<file path="config.mk">
export PLATFORM = sky130hd
export DESIGN_NAME = pcdio_top
export DESIGN_NICKNAME = d
export VERILOG_FILES = /design/src/logic/pcdio_top.v
export VERILOG_INCLUDE_DIRS = /design/src /design/src/logic
export SDC_FILE = /design/constraint.sdc
export NUM_CORES = 1
export LEC_CHECK = 0
export BUFFER_PORTS_ARGS = -buffer_cell sky130_fd_sc_hd__buf_2
export CELL_PAD_IN_SITES_DETAIL_PLACEMENT = 1
export CELL_PAD_IN_SITES_GLOBAL_PLACEMENT = 2
export CORE_MARGIN = 8
export CORE_UTILIZATION = 28
export DETAILED_ROUTE_END_ITERATION = 10
export PLACE_DENSITY = 0.69
export RECOVER_POWER = 50
export SYNTH_ARGS = -nofsm -noshare
export SYNTH_HDL_FRONTEND = slang
export SYNTH_SLANG_ARGS = --single-unit
export TNS_END_PERCENT = 1
</file>
<file path="constraint.sdc">
create_clock -name pclk -period 3.5 [get_ports pclk]
set_input_delay 0.7 -clock pclk [delete_from_list [all_inputs] [get_ports pclk]]
set_output_delay 0.7 -clock pclk [all_outputs]
set_load 0.01 [all_outputs]
</file>
<file path="src/logic/pcdio_regs.vh">
/*
 Constants for the pump controller discrete I/O block: register offsets,
 field positions, reset values, mode codes and timing counts.
 Assumes a 20 MHz APB clock and 32-bit aligned register words.
*/
// Functional notes
// RL1: PLC drives inputs only when ready, unfaulted
// RL2: System trigger ignored in prime or agitate
// RL3: Dispense: trigger edge starts all eligible channels
// RL4: Skip disabled, faulted or unreferenced channels
// RL5: Disabled channel stays ported to inlet
// RL6: Meter pumps while trigger held, until empty
// RL7: System ready only when all channels ready
// RL8: System fault output true when no faults
// RL9: System load out false while any needs load
// RL10: Load rising edge starts load, ignore until done
// RL11: Channel trigger works in dispense or meter only
// RL12: Channel trigger refused in setup/prime/agitate/fault/ref/load
// RL13: Channel ready shows idle, sense selectable
// RL14: Channel fault output low while faulted
// RL15: Channel load out low while load needed/running
// RL16: Channel load edge starts load, ignore until done
// RL17: Prime runs until stop or duration timeout
// RL18: Prime volume not added to totalizer
// RL19: Dispense runs to volume unless stopped
// RL20: MCV mode change forces a load cycle
// RL21: Meter starts and stops with hardwired level
// RL22: Agitate only by serial begin and end
// RL23: Inputs synchronised and edge detected
`ifndef PCDIO_REGS_VH
`define PCDIO_REGS_VH

`define PCDIO_NCH 4
// Register byte offsets
`define PCDIO_CTRL_OFF 12'h000
`define PCDIO_CHEN_OFF 12'h004
`define PCDIO_CHFLT_OFF 12'h008
`define PCDIO_CMD_OFF 12'h00C
`define PCDIO_VOL_OFF 12'h010
`define PCDIO_PRIME_OFF 12'h014
`define PCDIO_STAT_OFF 12'h018
`define PCDIO_TOTAL_OFF 12'h01C
// CTRL fields
`define PCDIO_CTRL_MODE_LSB 0
`define PCDIO_CTRL_RDYINV_BIT 4
`define PCDIO_CTRL_CHSEL_LSB 8
`define PCDIO_CTRL_RST 32'h00000000
// CMD bits: write one to act
`define PCDIO_CMD_START 0
`define PCDIO_CMD_STOP 1
`define PCDIO_CMD_BEGIN 2
`define PCDIO_CMD_END 3
`define PCDIO_CMD_REF 4
`define PCDIO_CMD_CLRFLT 5
`define PCDIO_CMD_LOAD 6
`define PCDIO_CMD_CLRTOT 7
`define PCDIO_CMD_SETFLT 8
// Mode codes
`define PCDIO_MODE_SETUP 3'h0
`define PCDIO_MODE_PRIME 3'h1
`define PCDIO_MODE_DISP 3'h2
`define PCDIO_MODE_MCV 3'h3
`define PCDIO_MODE_METER 3'h4
`define PCDIO_MODE_AGIT 3'h5
// Reset values
`define PCDIO_VOL_RST 16'h0010
`define PCDIO_PRIME_RST 16'h0064
`define PCDIO_CHAMBER 16'h0100
// One volume unit per tick; tick every 1 ms
`define PCDIO_TICK_NS 1000000
`define PCDIO_CLK_NS 50
`define PCDIO_TICK_CYC (`PCDIO_TICK_NS / `PCDIO_CLK_NS)
`define PCDIO_LOAD_TICKS 16'h0008

`endif

</file>
<file path="src/logic/pcdio_top.v">
/*
 PLC discrete handshake, channel state machines and APB registers of a
 four-channel pump controller.
 Assumes PLC inputs are asynchronous levels and one 20 MHz clock.
*/
`timescale 1ns/1ps
`include "pcdio_regs.vh"
`default_nettype none

module pcdio_top #(
    parameter TICK_CYC = `PCDIO_TICK_CYC
) (
    input wire pclk,
    input wire presetn,
    input wire psel,
    input wire penable,
    input wire pwrite,
    input wire [11:0] paddr,
    input wire [31:0] pwdata,
    output reg [31:0] prdata,
    output reg pready,
    output reg pslverr,
    input wire sys_trig_in,
    input wire sys_load_in,
    input wire ch_trig_in,
    input wire ch_load_in,
    output reg sys_ready_out,
    output reg sys_fault_n_out,
    output reg sys_load_ok_out,
    output reg ch_ready_out,
    output reg ch_fault_n_out,
    output reg ch_load_ok_out,
    output reg [3:0] ch_pump_out,
    output reg [3:0] ch_inlet_out
);
    localparam NCH = `PCDIO_NCH;
    // Channel states, one-hot
    localparam [3:0] ST_IDLE = 4'h1;
    localparam [3:0] ST_PUMP = 4'h2;
    localparam [3:0] ST_LOAD = 4'h4;
    localparam [3:0] ST_REF = 4'h8;

    // Mode tests reused for both triggers
    function trig_mode;
        input [2:0] m;
        begin
            trig_mode = (m == `PCDIO_MODE_DISP) || (m == `PCDIO_MODE_MCV) ||
                (m == `PCDIO_MODE_METER);
        end
    endfunction

    function is_meter;
        input [2:0] m;
        begin
            is_meter = (m == `PCDIO_MODE_METER);
        end
    endfunction

    // Registers
    reg [31:0] ctrl_reg;
    reg [3:0] chen_reg;
    reg [15:0] vol_reg;
    reg [15:0] prime_reg;
    reg [31:0] total_reg;
    reg [3:0] fault_reg;
    reg [3:0] unref_reg;
    reg [3:0] need_load_reg;
    reg [3:0] st_reg [0:NCH-1];
    reg [15:0] cnt_reg [0:NCH-1];
    reg [15:0] level_reg [0:NCH-1];
    reg [3:0] sync1_reg;
    reg [3:0] sync2_reg;
    reg [3:0] prev_reg;
    reg [19:0] div_reg;
    reg tick_reg;
    reg sys_load_busy_reg;
    reg ch_load_busy_reg;
    reg agit_reg;

    wire [2:0] mode = ctrl_reg[`PCDIO_CTRL_MODE_LSB+2:`PCDIO_CTRL_MODE_LSB];
    wire rdy_inv = ctrl_reg[`PCDIO_CTRL_RDYINV_BIT];
    wire [1:0] chsel = ctrl_reg[`PCDIO_CTRL_CHSEL_LSB+1:`PCDIO_CTRL_CHSEL_LSB];
    wire wr = psel && penable && pwrite;
    wire cmd_wr = wr && (paddr == `PCDIO_CMD_OFF);
    wire [8:0] cmd = cmd_wr ? pwdata[8:0] : 9'h000;

    // Two flops then edge detect [RL23]
    always @(posedge pclk or negedge presetn) begin
        if (!presetn) begin
            sync1_reg <= 4'h0;
            sync2_reg <= 4'h0;
            prev_reg <= 4'h0;
        end else begin
            sync1_reg <= {ch_load_in, ch_trig_in, sys_load_in, sys_trig_in};
            sync2_reg <= sync1_reg;
            prev_reg <= sync2_reg;
        end
    end
    wire sys_trig = sync2_reg[0];
    wire sys_trig_rise = sync2_reg[0] && !prev_reg[0];
    wire sys_load_rise = sync2_reg[1] && !prev_reg[1];
    wire ch_trig = sync2_reg[2];
    wire ch_trig_rise = sync2_reg[2] && !prev_reg[2];
    wire ch_load_rise = sync2_reg[3] && !prev_reg[3];

    // 1 ms tick paces volume and prime time
    always @(posedge pclk or negedge presetn) begin
        if (!presetn) begin
            div_reg <= 20'h00000;
            tick_reg <= 1'b0;
        end else if (div_reg == TICK_CYC - 1) begin
            div_reg <= 20'h00000;
            tick_reg <= 1'b1;
        end else begin
            div_reg <= div_reg + 20'h00001;
            tick_reg <= 1'b0;
        end
    end

    // Only serial begin/end moves agitate [RL22]
    always @(posedge pclk or negedge presetn) begin
        if (!presetn) begin
            agit_reg <= 1'b0;
        end else if (mode != `PCDIO_MODE_AGIT || cmd[`PCDIO_CMD_END]) begin
            agit_reg <= 1'b0;
        end else if (cmd[`PCDIO_CMD_BEGIN]) begin
            agit_reg <= 1'b1;
        end
    end

    // Load edges wait out a running load
    reg [3:0] loading_v;
    integer k;
    always @* begin
        loading_v = 4'h0;
        for (k = 0; k < NCH; k = k + 1) begin
            loading_v[k] = (st_reg[k] == ST_LOAD);
        end
    end
    wire any_loading_w = |loading_v;
    wire sys_load_go = sys_load_rise && !sys_load_busy_reg; // [RL10]
    wire ch_load_go = ch_load_rise && !ch_load_busy_reg; // [RL16]

    always @(posedge pclk or negedge presetn) begin
        if (!presetn) begin
            sys_load_busy_reg <= 1'b0;
            ch_load_busy_reg <= 1'b0;
        end else begin
            // Busy drops when the load ends
            if (sys_load_go) begin
                sys_load_busy_reg <= 1'b1;
            end else if (!any_loading_w) begin
                sys_load_busy_reg <= 1'b0; // [RL10]
            end
            if (ch_load_go) begin
                ch_load_busy_reg <= 1'b1;
            end else if (!loading_v[chsel]) begin
                ch_load_busy_reg <= 1'b0; // [RL16]
            end
        end
    end

    // Changing into or out of MCV forces a reload
    reg [2:0] mode_prev_reg;
    wire mcv_change = (mode == `PCDIO_MODE_MCV) !=
        (mode_prev_reg == `PCDIO_MODE_MCV);
    always @(posedge pclk or negedge presetn) begin
        if (!presetn) begin
            mode_prev_reg <= `PCDIO_MODE_SETUP;
        end else begin
            mode_prev_reg <= mode;
        end
    end

    // Per-channel motion state machines
    genvar g;
    generate
        for (g = 0; g < NCH; g = g + 1) begin : g_ch
            wire en = chen_reg[g];
            wire ok = en && !fault_reg[g] && !unref_reg[g]; // [RL4]
            // System trigger: dispense edge or meter level [RL2] [RL3] [RL6]
            wire sys_go = ok && trig_mode(mode) && !need_load_reg[g] &&
                (is_meter(mode) ? sys_trig : sys_trig_rise);
            // Channel trigger only in dispense/meter modes [RL11] [RL12]
            wire ch_go = ok && (chsel == g) && trig_mode(mode) &&
                !need_load_reg[g] &&
                (is_meter(mode) ? ch_trig : ch_trig_rise);
            wire sw_go = ok && cmd[`PCDIO_CMD_START] &&
                (trig_mode(mode) || mode == `PCDIO_MODE_PRIME);
            wire ld_go = ok &&
                (sys_load_go || (ch_load_go && chsel == g) ||
                cmd[`PCDIO_CMD_LOAD]);
            wire hold = is_meter(mode) && (sys_trig || ch_trig && chsel == g);
            wire empty = (level_reg[g] == 16'h0000);

            always @(posedge pclk or negedge presetn) begin
                if (!presetn) begin
                    st_reg[g] <= ST_REF;
                    cnt_reg[g] <= 16'h0000;
                    level_reg[g] <= 16'h0000;
                    need_load_reg[g] <= 1'b1;
                end else begin
                    if (mcv_change && en) begin
                        need_load_reg[g] <= 1'b1; // [RL20]
                    end
                    case (st_reg[g])
                        ST_IDLE: begin
                            cnt_reg[g] <= 16'h0000;
                            if (ld_go) begin
                                st_reg[g] <= ST_LOAD;
                            end else if (sys_go || ch_go || sw_go) begin
                                st_reg[g] <= ST_PUMP;
                            end
                        end
                        ST_PUMP: begin
                            if (tick_reg && !empty) begin
                                cnt_reg[g] <= cnt_reg[g] + 16'h0001;
                                level_reg[g] <= level_reg[g] - 16'h0001;
                            end
                            if (cmd[`PCDIO_CMD_STOP] || fault_reg[g]) begin
                                st_reg[g] <= ST_IDLE; // [RL17] [RL19]
                            end else if (mode == `PCDIO_MODE_PRIME) begin
                                if (cnt_reg[g] >= prime_reg) begin
                                    st_reg[g] <= ST_IDLE; // [RL17]
                                end
                            end else if (is_meter(mode)) begin
                                // Stops at once, reference ignored [RL21] [RL6]
                                if (!hold || empty) begin
                                    st_reg[g] <= ST_IDLE;
                                end
                            end else if (cnt_reg[g] >= vol_reg || empty) begin
                                st_reg[g] <= ST_IDLE; // [RL19]
                                if (empty) begin
                                    need_load_reg[g] <= 1'b1;
                                end
                            end
                        end
                        ST_LOAD: begin
                            if (tick_reg) begin
                                cnt_reg[g] <= cnt_reg[g] + 16'h0001;
                            end
                            if (cnt_reg[g] >= `PCDIO_LOAD_TICKS) begin
                                st_reg[g] <= ST_IDLE;
                                cnt_reg[g] <= 16'h0000;
                                need_load_reg[g] <= 1'b0;
                                // MCV fills only what one dispense needs
                                level_reg[g] <= (mode == `PCDIO_MODE_MCV) ?
                                    vol_reg : `PCDIO_CHAMBER;
                            end
                        end
                        ST_REF: begin
                            if (cmd[`PCDIO_CMD_REF] && !fault_reg[g]) begin
                                st_reg[g] <= ST_IDLE;
                            end
                        end
                        default: st_reg[g] <= ST_REF;
                    endcase
                end
            end
        end
    endgenerate

    // Fault and reference bookkeeping; a raise beats a clear
    integer f;
    always @(posedge pclk or negedge presetn) begin
        if (!presetn) begin
            fault_reg <= 4'h0;
            unref_reg <= 4'hF;
        end else begin
            for (f = 0; f < NCH; f = f + 1) begin
                if (cmd[`PCDIO_CMD_SETFLT] && pwdata[16+f]) begin
                    fault_reg[f] <= 1'b1;
                    unref_reg[f] <= 1'b1;
                end else begin
                    if (cmd[`PCDIO_CMD_CLRFLT]) begin
                        fault_reg[f] <= 1'b0;
                    end
                    if (cmd[`PCDIO_CMD_REF] && !fault_reg[f]) begin
                        unref_reg[f] <= 1'b0;
                    end
                end
            end
        end
    end

    // Totaliser: only dispense and meter pumping counts [RL18]
    reg [3:0] pumping_v;
    integer p;
    always @* begin
        pumping_v = 4'h0;
        for (p = 0; p < NCH; p = p + 1) begin
            pumping_v[p] = (st_reg[p] == ST_PUMP) && level_reg[p] != 16'h0000;
        end
    end
    wire count_on = tick_reg && trig_mode(mode);
    wire [2:0] pump_n = {2'b00, pumping_v[0]} + {2'b00, pumping_v[1]} +
        {2'b00, pumping_v[2]} + {2'b00, pumping_v[3]};
    always @(posedge pclk or negedge presetn) begin
        if (!presetn) begin
            total_reg <= 32'h00000000;
        end else if (count_on) begin
            total_reg <= total_reg + {29'h0, pump_n}; // [RL18]
        end else if (cmd[`PCDIO_CMD_CLRTOT]) begin
            total_reg <= 32'h00000000;
        end
    end

    // Status feeding the PLC outputs
    reg [3:0] idle_v;
    reg [3:0] load_need_v;
    integer a;
    always @* begin
        idle_v = 4'h0;
        load_need_v = 4'h0;
        for (a = 0; a < NCH; a = a + 1) begin
            idle_v[a] = (st_reg[a] == ST_IDLE) || !chen_reg[a];
            load_need_v[a] = chen_reg[a] &&
                (need_load_reg[a] || st_reg[a] == ST_LOAD);
        end
    end

    // Outputs registered so the opto drivers see clean levels
    always @(posedge pclk or negedge presetn) begin
        if (!presetn) begin
            sys_ready_out <= 1'b0;
            sys_fault_n_out <= 1'b1;
            sys_load_ok_out <= 1'b0;
            ch_ready_out <= 1'b0;
            ch_fault_n_out <= 1'b1;
            ch_load_ok_out <= 1'b0;
            ch_pump_out <= 4'h0;
            ch_inlet_out <= 4'hF;
        end else begin
            sys_ready_out <= (&idle_v) ^ rdy_inv; // [RL7]
            sys_fault_n_out <= ~(|fault_reg); // [RL8]
            sys_load_ok_out <= ~(|load_need_v); // [RL9]
            ch_ready_out <= idle_v[chsel] ^ rdy_inv; // [RL13]
            ch_fault_n_out <= ~fault_reg[chsel]; // [RL14]
            ch_load_ok_out <= ~load_need_v[chsel]; // [RL15]
            for (a = 0; a < NCH; a = a + 1) begin
                ch_pump_out[a] <= (st_reg[a] == ST_PUMP) && chen_reg[a];
                // Disabled channels stay ported to the inlet [RL5]
                ch_inlet_out[a] <= !chen_reg[a] || st_reg[a] == ST_LOAD;
            end
        end
    end

    // APB slave: zero wait states, unmapped reads zero with pslverr
    reg [31:0] rd_v;
    reg hit_v;
    always @* begin
        hit_v = 1'b1;
        case (paddr)
            `PCDIO_CTRL_OFF: rd_v = ctrl_reg;
            `PCDIO_CHEN_OFF: rd_v = {28'h0, chen_reg};
            `PCDIO_CHFLT_OFF: rd_v = {24'h0, unref_reg, fault_reg};
            `PCDIO_CMD_OFF: rd_v = {31'h0, agit_reg};
            `PCDIO_VOL_OFF: rd_v = {16'h0, vol_reg};
            `PCDIO_PRIME_OFF: rd_v = {16'h0, prime_reg};
            `PCDIO_STAT_OFF: rd_v = {12'h0, need_load_reg, st_reg[3],
                st_reg[2], st_reg[1], st_reg[0]};
            `PCDIO_TOTAL_OFF: rd_v = total_reg;
            default: begin
                rd_v = 32'h00000000;
                hit_v = 1'b0;
            end
        endcase
    end

    always @(posedge pclk or negedge presetn) begin
        if (!presetn) begin
            ctrl_reg <= `PCDIO_CTRL_RST;
            chen_reg <= 4'hF;
            vol_reg <= `PCDIO_VOL_RST;
            prime_reg <= `PCDIO_PRIME_RST;
            prdata <= 32'h00000000;
            pready <= 1'b0;
            pslverr <= 1'b0;
        end else begin
            pready <= psel && !penable;
            pslverr <= psel && !penable && !hit_v;
            if (psel && !penable && !pwrite) begin
                prdata <= rd_v;
            end
            if (wr && pready) begin
                case (paddr)
                    `PCDIO_CTRL_OFF: ctrl_reg <= pwdata;
                    `PCDIO_CHEN_OFF: chen_reg <= pwdata[3:0];
                    `PCDIO_VOL_OFF: vol_reg <= pwdata[15:0];
                    `PCDIO_PRIME_OFF: prime_reg <= pwdata[15:0];
                    default: ;
                endcase
            end
        end
    end
endmodule // pcdio_top
`default_nettype wire

</file>
==> report_table.html <==
<table>
<tr><th>Metric</th><th>Value</th></tr>
<tr><th colspan="2">Power</th></tr>
<tr><td>Worst supply voltage drop on vdd</td><td>approximately 0.34 mV</td></tr>
<tr><td>Overall Power</td><td>9.26 mW</td></tr>
<tr><td>Cell Int Power</td><td>7.07 mW</td></tr>
<tr><td>Switching power summed over all nets</td><td>2.19 mW</td></tr>
<tr><td>Clk pwr share</td><td>52.1%</td></tr>
<tr><td>Static leakage</td><td>around 11 nW</td></tr>
<tr><td>Register share of total power</td><td>44.2%</td></tr>
<tr><td>Share of total power in combinational logic</td><td>around 3.7%</td></tr>
<tr><td>Power density over the cells</td><td>379 nW/um2</td></tr>
<tr><td>Switching Fraction</td><td>23.6%</td></tr>
<tr><th colspan="2">Logic synthesis</th></tr>
<tr><td>Mapped Nets</td><td>2,382</td></tr>
<tr><td>Post-synth EDFFs</td><td>0</td></tr>
<tr><td>Basic-gate share of the synthesized area counting and, or, nand and nor cells</td><td>between 20% and 30%</td></tr>
<tr><td>Sequential share of the synthesized area</td><td>42.5%</td></tr>
<tr><td>Xor-xnor portion of the synthesized cell area</td><td>just over 3%</td></tr>
<tr><td>Compound-cell area share of the yosys netlist</td><td>between 10% and 20%</td></tr>
<tr><td>Count of unique library cells instantiated by Yosys</td><td>84</td></tr>
<tr><td>Synth Cell Area</td><td>20,300 um2</td></tr>
<tr><td>Area fraction of the dominant cell type after synthesis</td><td>39.1%</td></tr>
<tr><td>Adder-cell share of the synthesized area</td><td>9.06%</td></tr>
<tr><td>Synth area leader</td><td>dfrtp_1</td></tr>
<tr><td>Synth Register Bits</td><td>about 340</td></tr>
<tr><td>Leading post-synthesis cells by cell area</td><td>dfrtp_1 (39%), ha_1 (8.8%), nor2_1 (4.3%)</td></tr>
<tr><td>Warning count from the yosys run</td><td>0</td></tr>
<tr><td>Syn_area_per_cell</td><td>roughly 9.3 um2</td></tr>
<tr><td>FFs w/ async S/R, synth</td><td>100%</td></tr>
<tr><td>Leading register cell type out of synthesis</td><td>dfrtp_1</td></tr>
<tr><td>Dominant combinational cell family by area after synthesis</td><td>simple AND/OR/NAND/NOR gates</td></tr>
<tr><td>Mux contribution to synthesized area</td><td>under 10%</td></tr>
<tr><td>Post-synthesis cell count</td><td>2,184</td></tr>
<tr><th colspan="2">Critical path</th></tr>
<tr><td>CP Data Required Time</td><td>roughly 4.0 ns</td></tr>
<tr><td>Worst setup path category</td><td>reg2reg</td></tr>
<tr><td>Arrival time reported for the critical path endpoint</td><td>3.98 ns</td></tr>
<tr><td>CP endpoint kind</td><td>flop</td></tr>
<tr><td>RR Endpoint</td><td>total_reg[28]</td></tr>
<tr><td>Reg-to-reg startpoint</td><td>level_reg[17]</td></tr>
<tr><td>Highest fanout seen on the critical path</td><td>3</td></tr>
<tr><td>Cell-by-cell listing of the critical path</td><td>inv_2, ha_4, nor4b_4, nand4_1, o21ai_2, fa_1, fa_2, inv_2, fa_2, nand4_1, nor3_1, buf_4, a21oi_1, o21ai_0, o21ai_0</td></tr>
<tr><td>Worst setup slack for register-to-register paths</td><td>-0.01 ns</td></tr>
<tr><td>Max incr delay on CP</td><td>0.50 ns</td></tr>
<tr><td>Dominant delay contributor by cell family on the critical path</td><td>adder cells</td></tr>
<tr><td>Cell with the largest stage delay on the worst path</td><td>fa_2</td></tr>
<tr><td>Crit path launch type</td><td>flop</td></tr>
<tr><td>CP Buf/Inv Count</td><td>3</td></tr>
<tr><td>Number of cells on the worst reg-to-reg path</td><td>15</td></tr>
<tr><th colspan="2">Timing</th></tr>
<tr><td>Final setup violating endpoints</td><td>3</td></tr>
<tr><td>Post-route worst setup slack</td><td>-0.0146 ns</td></tr>
<tr><td>Maximum clock rate</td><td>285 MHz</td></tr>
<tr><td>Number of hold violations in the final report</td><td>0</td></tr>
<tr><td>Shortest period the worst path allows</td><td>3.51 ns</td></tr>
<tr><td>Worst slew margin relative to its limit</td><td>-41.8%</td></tr>
<tr><td>RSZ-0062 raised after global routing</td><td>true</td></tr>
<tr><td>Final worst clock skew</td><td>0.0333 ns</td></tr>
<tr><td>Fraction of the cycle the final worst path needs</td><td>100%</td></tr>
<tr><td>Final slew viol count</td><td>76</td></tr>
<tr><td>Slew at the pin closest to its max-slew limit</td><td>about 2.1 ns</td></tr>
<tr><th colspan="2">Drt</th></tr>
<tr><td>Routed length per instance</td><td>around 24 um</td></tr>
<tr><td>Detailed Route WL</td><td>80,900 um</td></tr>
<tr><td>Post-detailed-route via-to-cell ratio</td><td>5.56</td></tr>
<tr><td>First drt pass iteration count</td><td>5</td></tr>
<tr><td>Antenna viol nets, final</td><td>0</td></tr>
<tr><td>First DRT Iteration DRCs</td><td>1,142</td></tr>
<tr><td>Routed via count</td><td>around 19k</td></tr>
<tr><td>DR DRC count</td><td>0</td></tr>
<tr><th colspan="2">Cells and area</th></tr>
<tr><td>Ratio of cells with drive above 1 in the final layout</td><td>19.0%</td></tr>
<tr><td>Post-layout net count</td><td>2,585</td></tr>
<tr><td>P&amp;R area growth vs syn</td><td>20.6%</td></tr>
<tr><td>Fillers</td><td>about 8.3k</td></tr>
<tr><td>Final design utilization</td><td>about a third</td></tr>
<tr><th colspan="2">Floorplanning</th></tr>
<tr><td>Starting utilization of the core area</td><td>28.3%</td></tr>
<tr><td>Number of rows in the core area</td><td>between 90 and 100</td></tr>
<tr><td>Die Span X</td><td>~290 um</td></tr>
<tr><td>Chip Height</td><td>roughly 290 um</td></tr>
<tr><td>Core Box Area</td><td>71,600 um2</td></tr>
<tr><td>IO Count</td><td>101</td></tr>
<tr><td>Total Die Area</td><td>81,300 um2</td></tr>
<tr><th colspan="2">Global routing</th></tr>
<tr><td>Maximum number of pins on one net before global-route repair</td><td>76</td></tr>
<tr><td>Global router's overall resource usage</td><td>19.5%</td></tr>
<tr><td>Leftover overflow at the end of global routing</td><td>0</td></tr>
<tr><td>Wire length of the first global-routing pass</td><td>124,000 um</td></tr>
<tr><td>Number of global-route vias before repair</td><td>about 20k</td></tr>
<tr><td>Antenna violations before repair</td><td>2</td></tr>
<tr><th colspan="2">Run status</th></tr>
<tr><td>Outcome</td><td>complete, but fails checks</td></tr>
<tr><td>Violations in the final reports</td><td>capacitance limit, slew limit, setup timing</td></tr>
<tr><th colspan="2">CTS</th></tr>
<tr><td>Clock tree from TritonCTS</td><td>built</td></tr>
<tr><td>Clock buffers created by TritonCTS</td><td>45</td></tr>
<tr><td>Buffers from clock root to sink, at most</td><td>3</td></tr>
<tr><td>Insertion delay of the later-clocked pin in the worst-skew pair</td><td>0.59 ns</td></tr>
<tr><td>TritonCTS sink count</td><td>343</td></tr>
<tr><td>Clock slew at the register clock pins of the worst setup and hold paths</td><td>approximately 0.060 ns</td></tr>
<tr><td>Library cell used as clock root buffer</td><td>clkbuf_16</td></tr>
<tr><td>H-Tree Depth</td><td>2</td></tr>
<tr><th colspan="2">Placed design</th></tr>
<tr><td>Post-DP HPWL</td><td>61,300 um</td></tr>
<tr><td>IO Port Bufs</td><td>100</td></tr>
<tr><td>Worst slack after detailed placement</td><td>-0.255 ns</td></tr>
<tr><td>RePlAce Congestion</td><td>roughly 0.88</td></tr>
<tr><th colspan="2">Hold path</th></tr>
<tr><td>Critical hold path startpoint</td><td>ch_trig_in</td></tr>
<tr><td>Hold Path Sink</td><td>sync1_reg[2]</td></tr>
<tr><td>Cell depth of the worst min-delay path</td><td>1</td></tr>
<tr><td>Min-delay worst type</td><td>in2reg</td></tr>
<tr><th colspan="2">Job</th></tr>
<tr><td>Count of maximum capacitance violations</td><td>1</td></tr>
</table>
## how the worst max path moves through the flow
stage / start / to / slack, ns / depth (start not counted)
3_3_place_gp: level_reg[16] / total_reg[28] / -0.15 / 15
4_1_cts: level_reg[17] / total_reg[10] / -0.08 / 16
2_1_floorplan: level_reg[16] / total_reg[17] / 0.01 / 14
3_5_place_dp: level_reg[17] / total_reg[27] / -0.26 / 14
6_report: level_reg[17] / total_reg[28] / -0.01 / 15
5_1_grt: level_reg[17] / total_reg[10] / -0.29 / 16
## cells in the mapped netlist, drive strengths merged, types with 13 or more instances
cell type    n
o22a        23
o21ai      182
a21oi      132
a22o        17
nand4       52
and3        37
nand2b      17
a22oi       29
a211oi      15
nor3        62
a21o        13
nor4b       19
nor2b       13
xnor2       30
xor2        41
nor2       232
mux2        37
a222oi      14
inv         73
o31ai       15
a31oi       43
clkbuf      72
dfrtp      317
dfstp       26
and4        14
nand3       76
buf         28
ha         142
nor4        27
nand2      193
## cells in the final DEF, fill, tap and decap left out, types with 15 or more instances in the layout
cell / n
nor4_1: 19
a21oi_1: 132
a22o_1: 17
nand2b_1: 17
dfrtp_1: 317
nand3_1: 71
o31ai_1: 15
buf_2: 98
o22a_1: 22
o21ai_0: 166
nor2_1: 227
buf_4: 147
o21ai_1: 15
xor2_1: 41
a31oi_1: 43
nand4_1: 52
nand2_1: 189
clkbuf_16: 45
inv_1: 70
a22oi_1: 29
mux2_2: 37
dfstp_2: 26
and3_1: 36
nor3_1: 60
ha_1: 141
xnor2_1: 30
## power by group through the flow
| stage | Clock (mW) | Sequential [mW] | Combinational, mW |
|---|---|---|---|
| floorplan | 0 | 4.17 | 0.0811 |
| global placement | 0 | 4.16 | 0.357 |
| detailed placement | 0 | 4.16 | 0.364 |
| CTS | 4.95 | 4.09 | 0.366 |
| global route | 5.09 | 4.10 | 0.386 |
| finish | 4.82 | 4.09 | 0.346 |
## logic make-up after synthesis
logic type                 count (synthesis)
and+or+nand+nor                          816
AOI/OAI and AO/OA                        590
DFF                                      343
buffers and inverters                    173
adders and majority gates                145
xor gates and xnor gates                  71
muxes                                     46
## per-stage QoR
step / setup TNS [ns] / std cells / hold WS [ns] / cell area (um2)
after floorplan: 0 / 2184 / 0.331 / 20300
after global placement: -1.66 / 3284 / 0.339 / 22900
after detailed placement: -3.82 / 3284 / 0.337 / 22900
after CTS: -0.389 / 3372 / 0.116 / 24500
after global routing: -6.63 / 3373 / 0.205 / 24400
final: -0.0251 / 3374 / 0.232 / 24500
## per-layer routing
metal	global-route usage, %	up-vias	wire [um]
met1	26.1	9624	36100
met4	6.86	0	2990
li1	-	8501	-
met2	31.5	496	37200
met3	3.35	147	4570
met5	0	-	0
## worst reg2reg max path, delay by kind of cell (launching register included)
kind	cells	cell delay, ns
adder cells (fa/ha/maj)	4	1.30
AND/OR/NAND/NOR	4	0.82
AO/OA/AOI/OAI	4	0.54
flip-flops	1	0.38
buffers and inverters	3	0.34
## cell type report
cell class              instances  area, um2  share of cell area (%)
diodes                          1       2.50                  0.0102
clock buffers                  69       1340                    5.46
clock inverters                14        203                   0.829
inverters                      73        274                    1.12
multi-input cells            1668      11100                    45.6
flip-flops and latches        343       8620                    35.2
well taps                     950       1190                    4.86
repair buffers                256       1690                    6.91
## timing repair
item                                    CTS  global route
hold endpoints to repair                  0             0
pin swaps                                14             8
gates resized for setup                  17            11
cloned                                    0             0
hold buffers                              0             0
buffers inserted                          5             1
endpoints found under the setup margin   23            23
No activity file was read; power rests on OpenSTA's default activity.
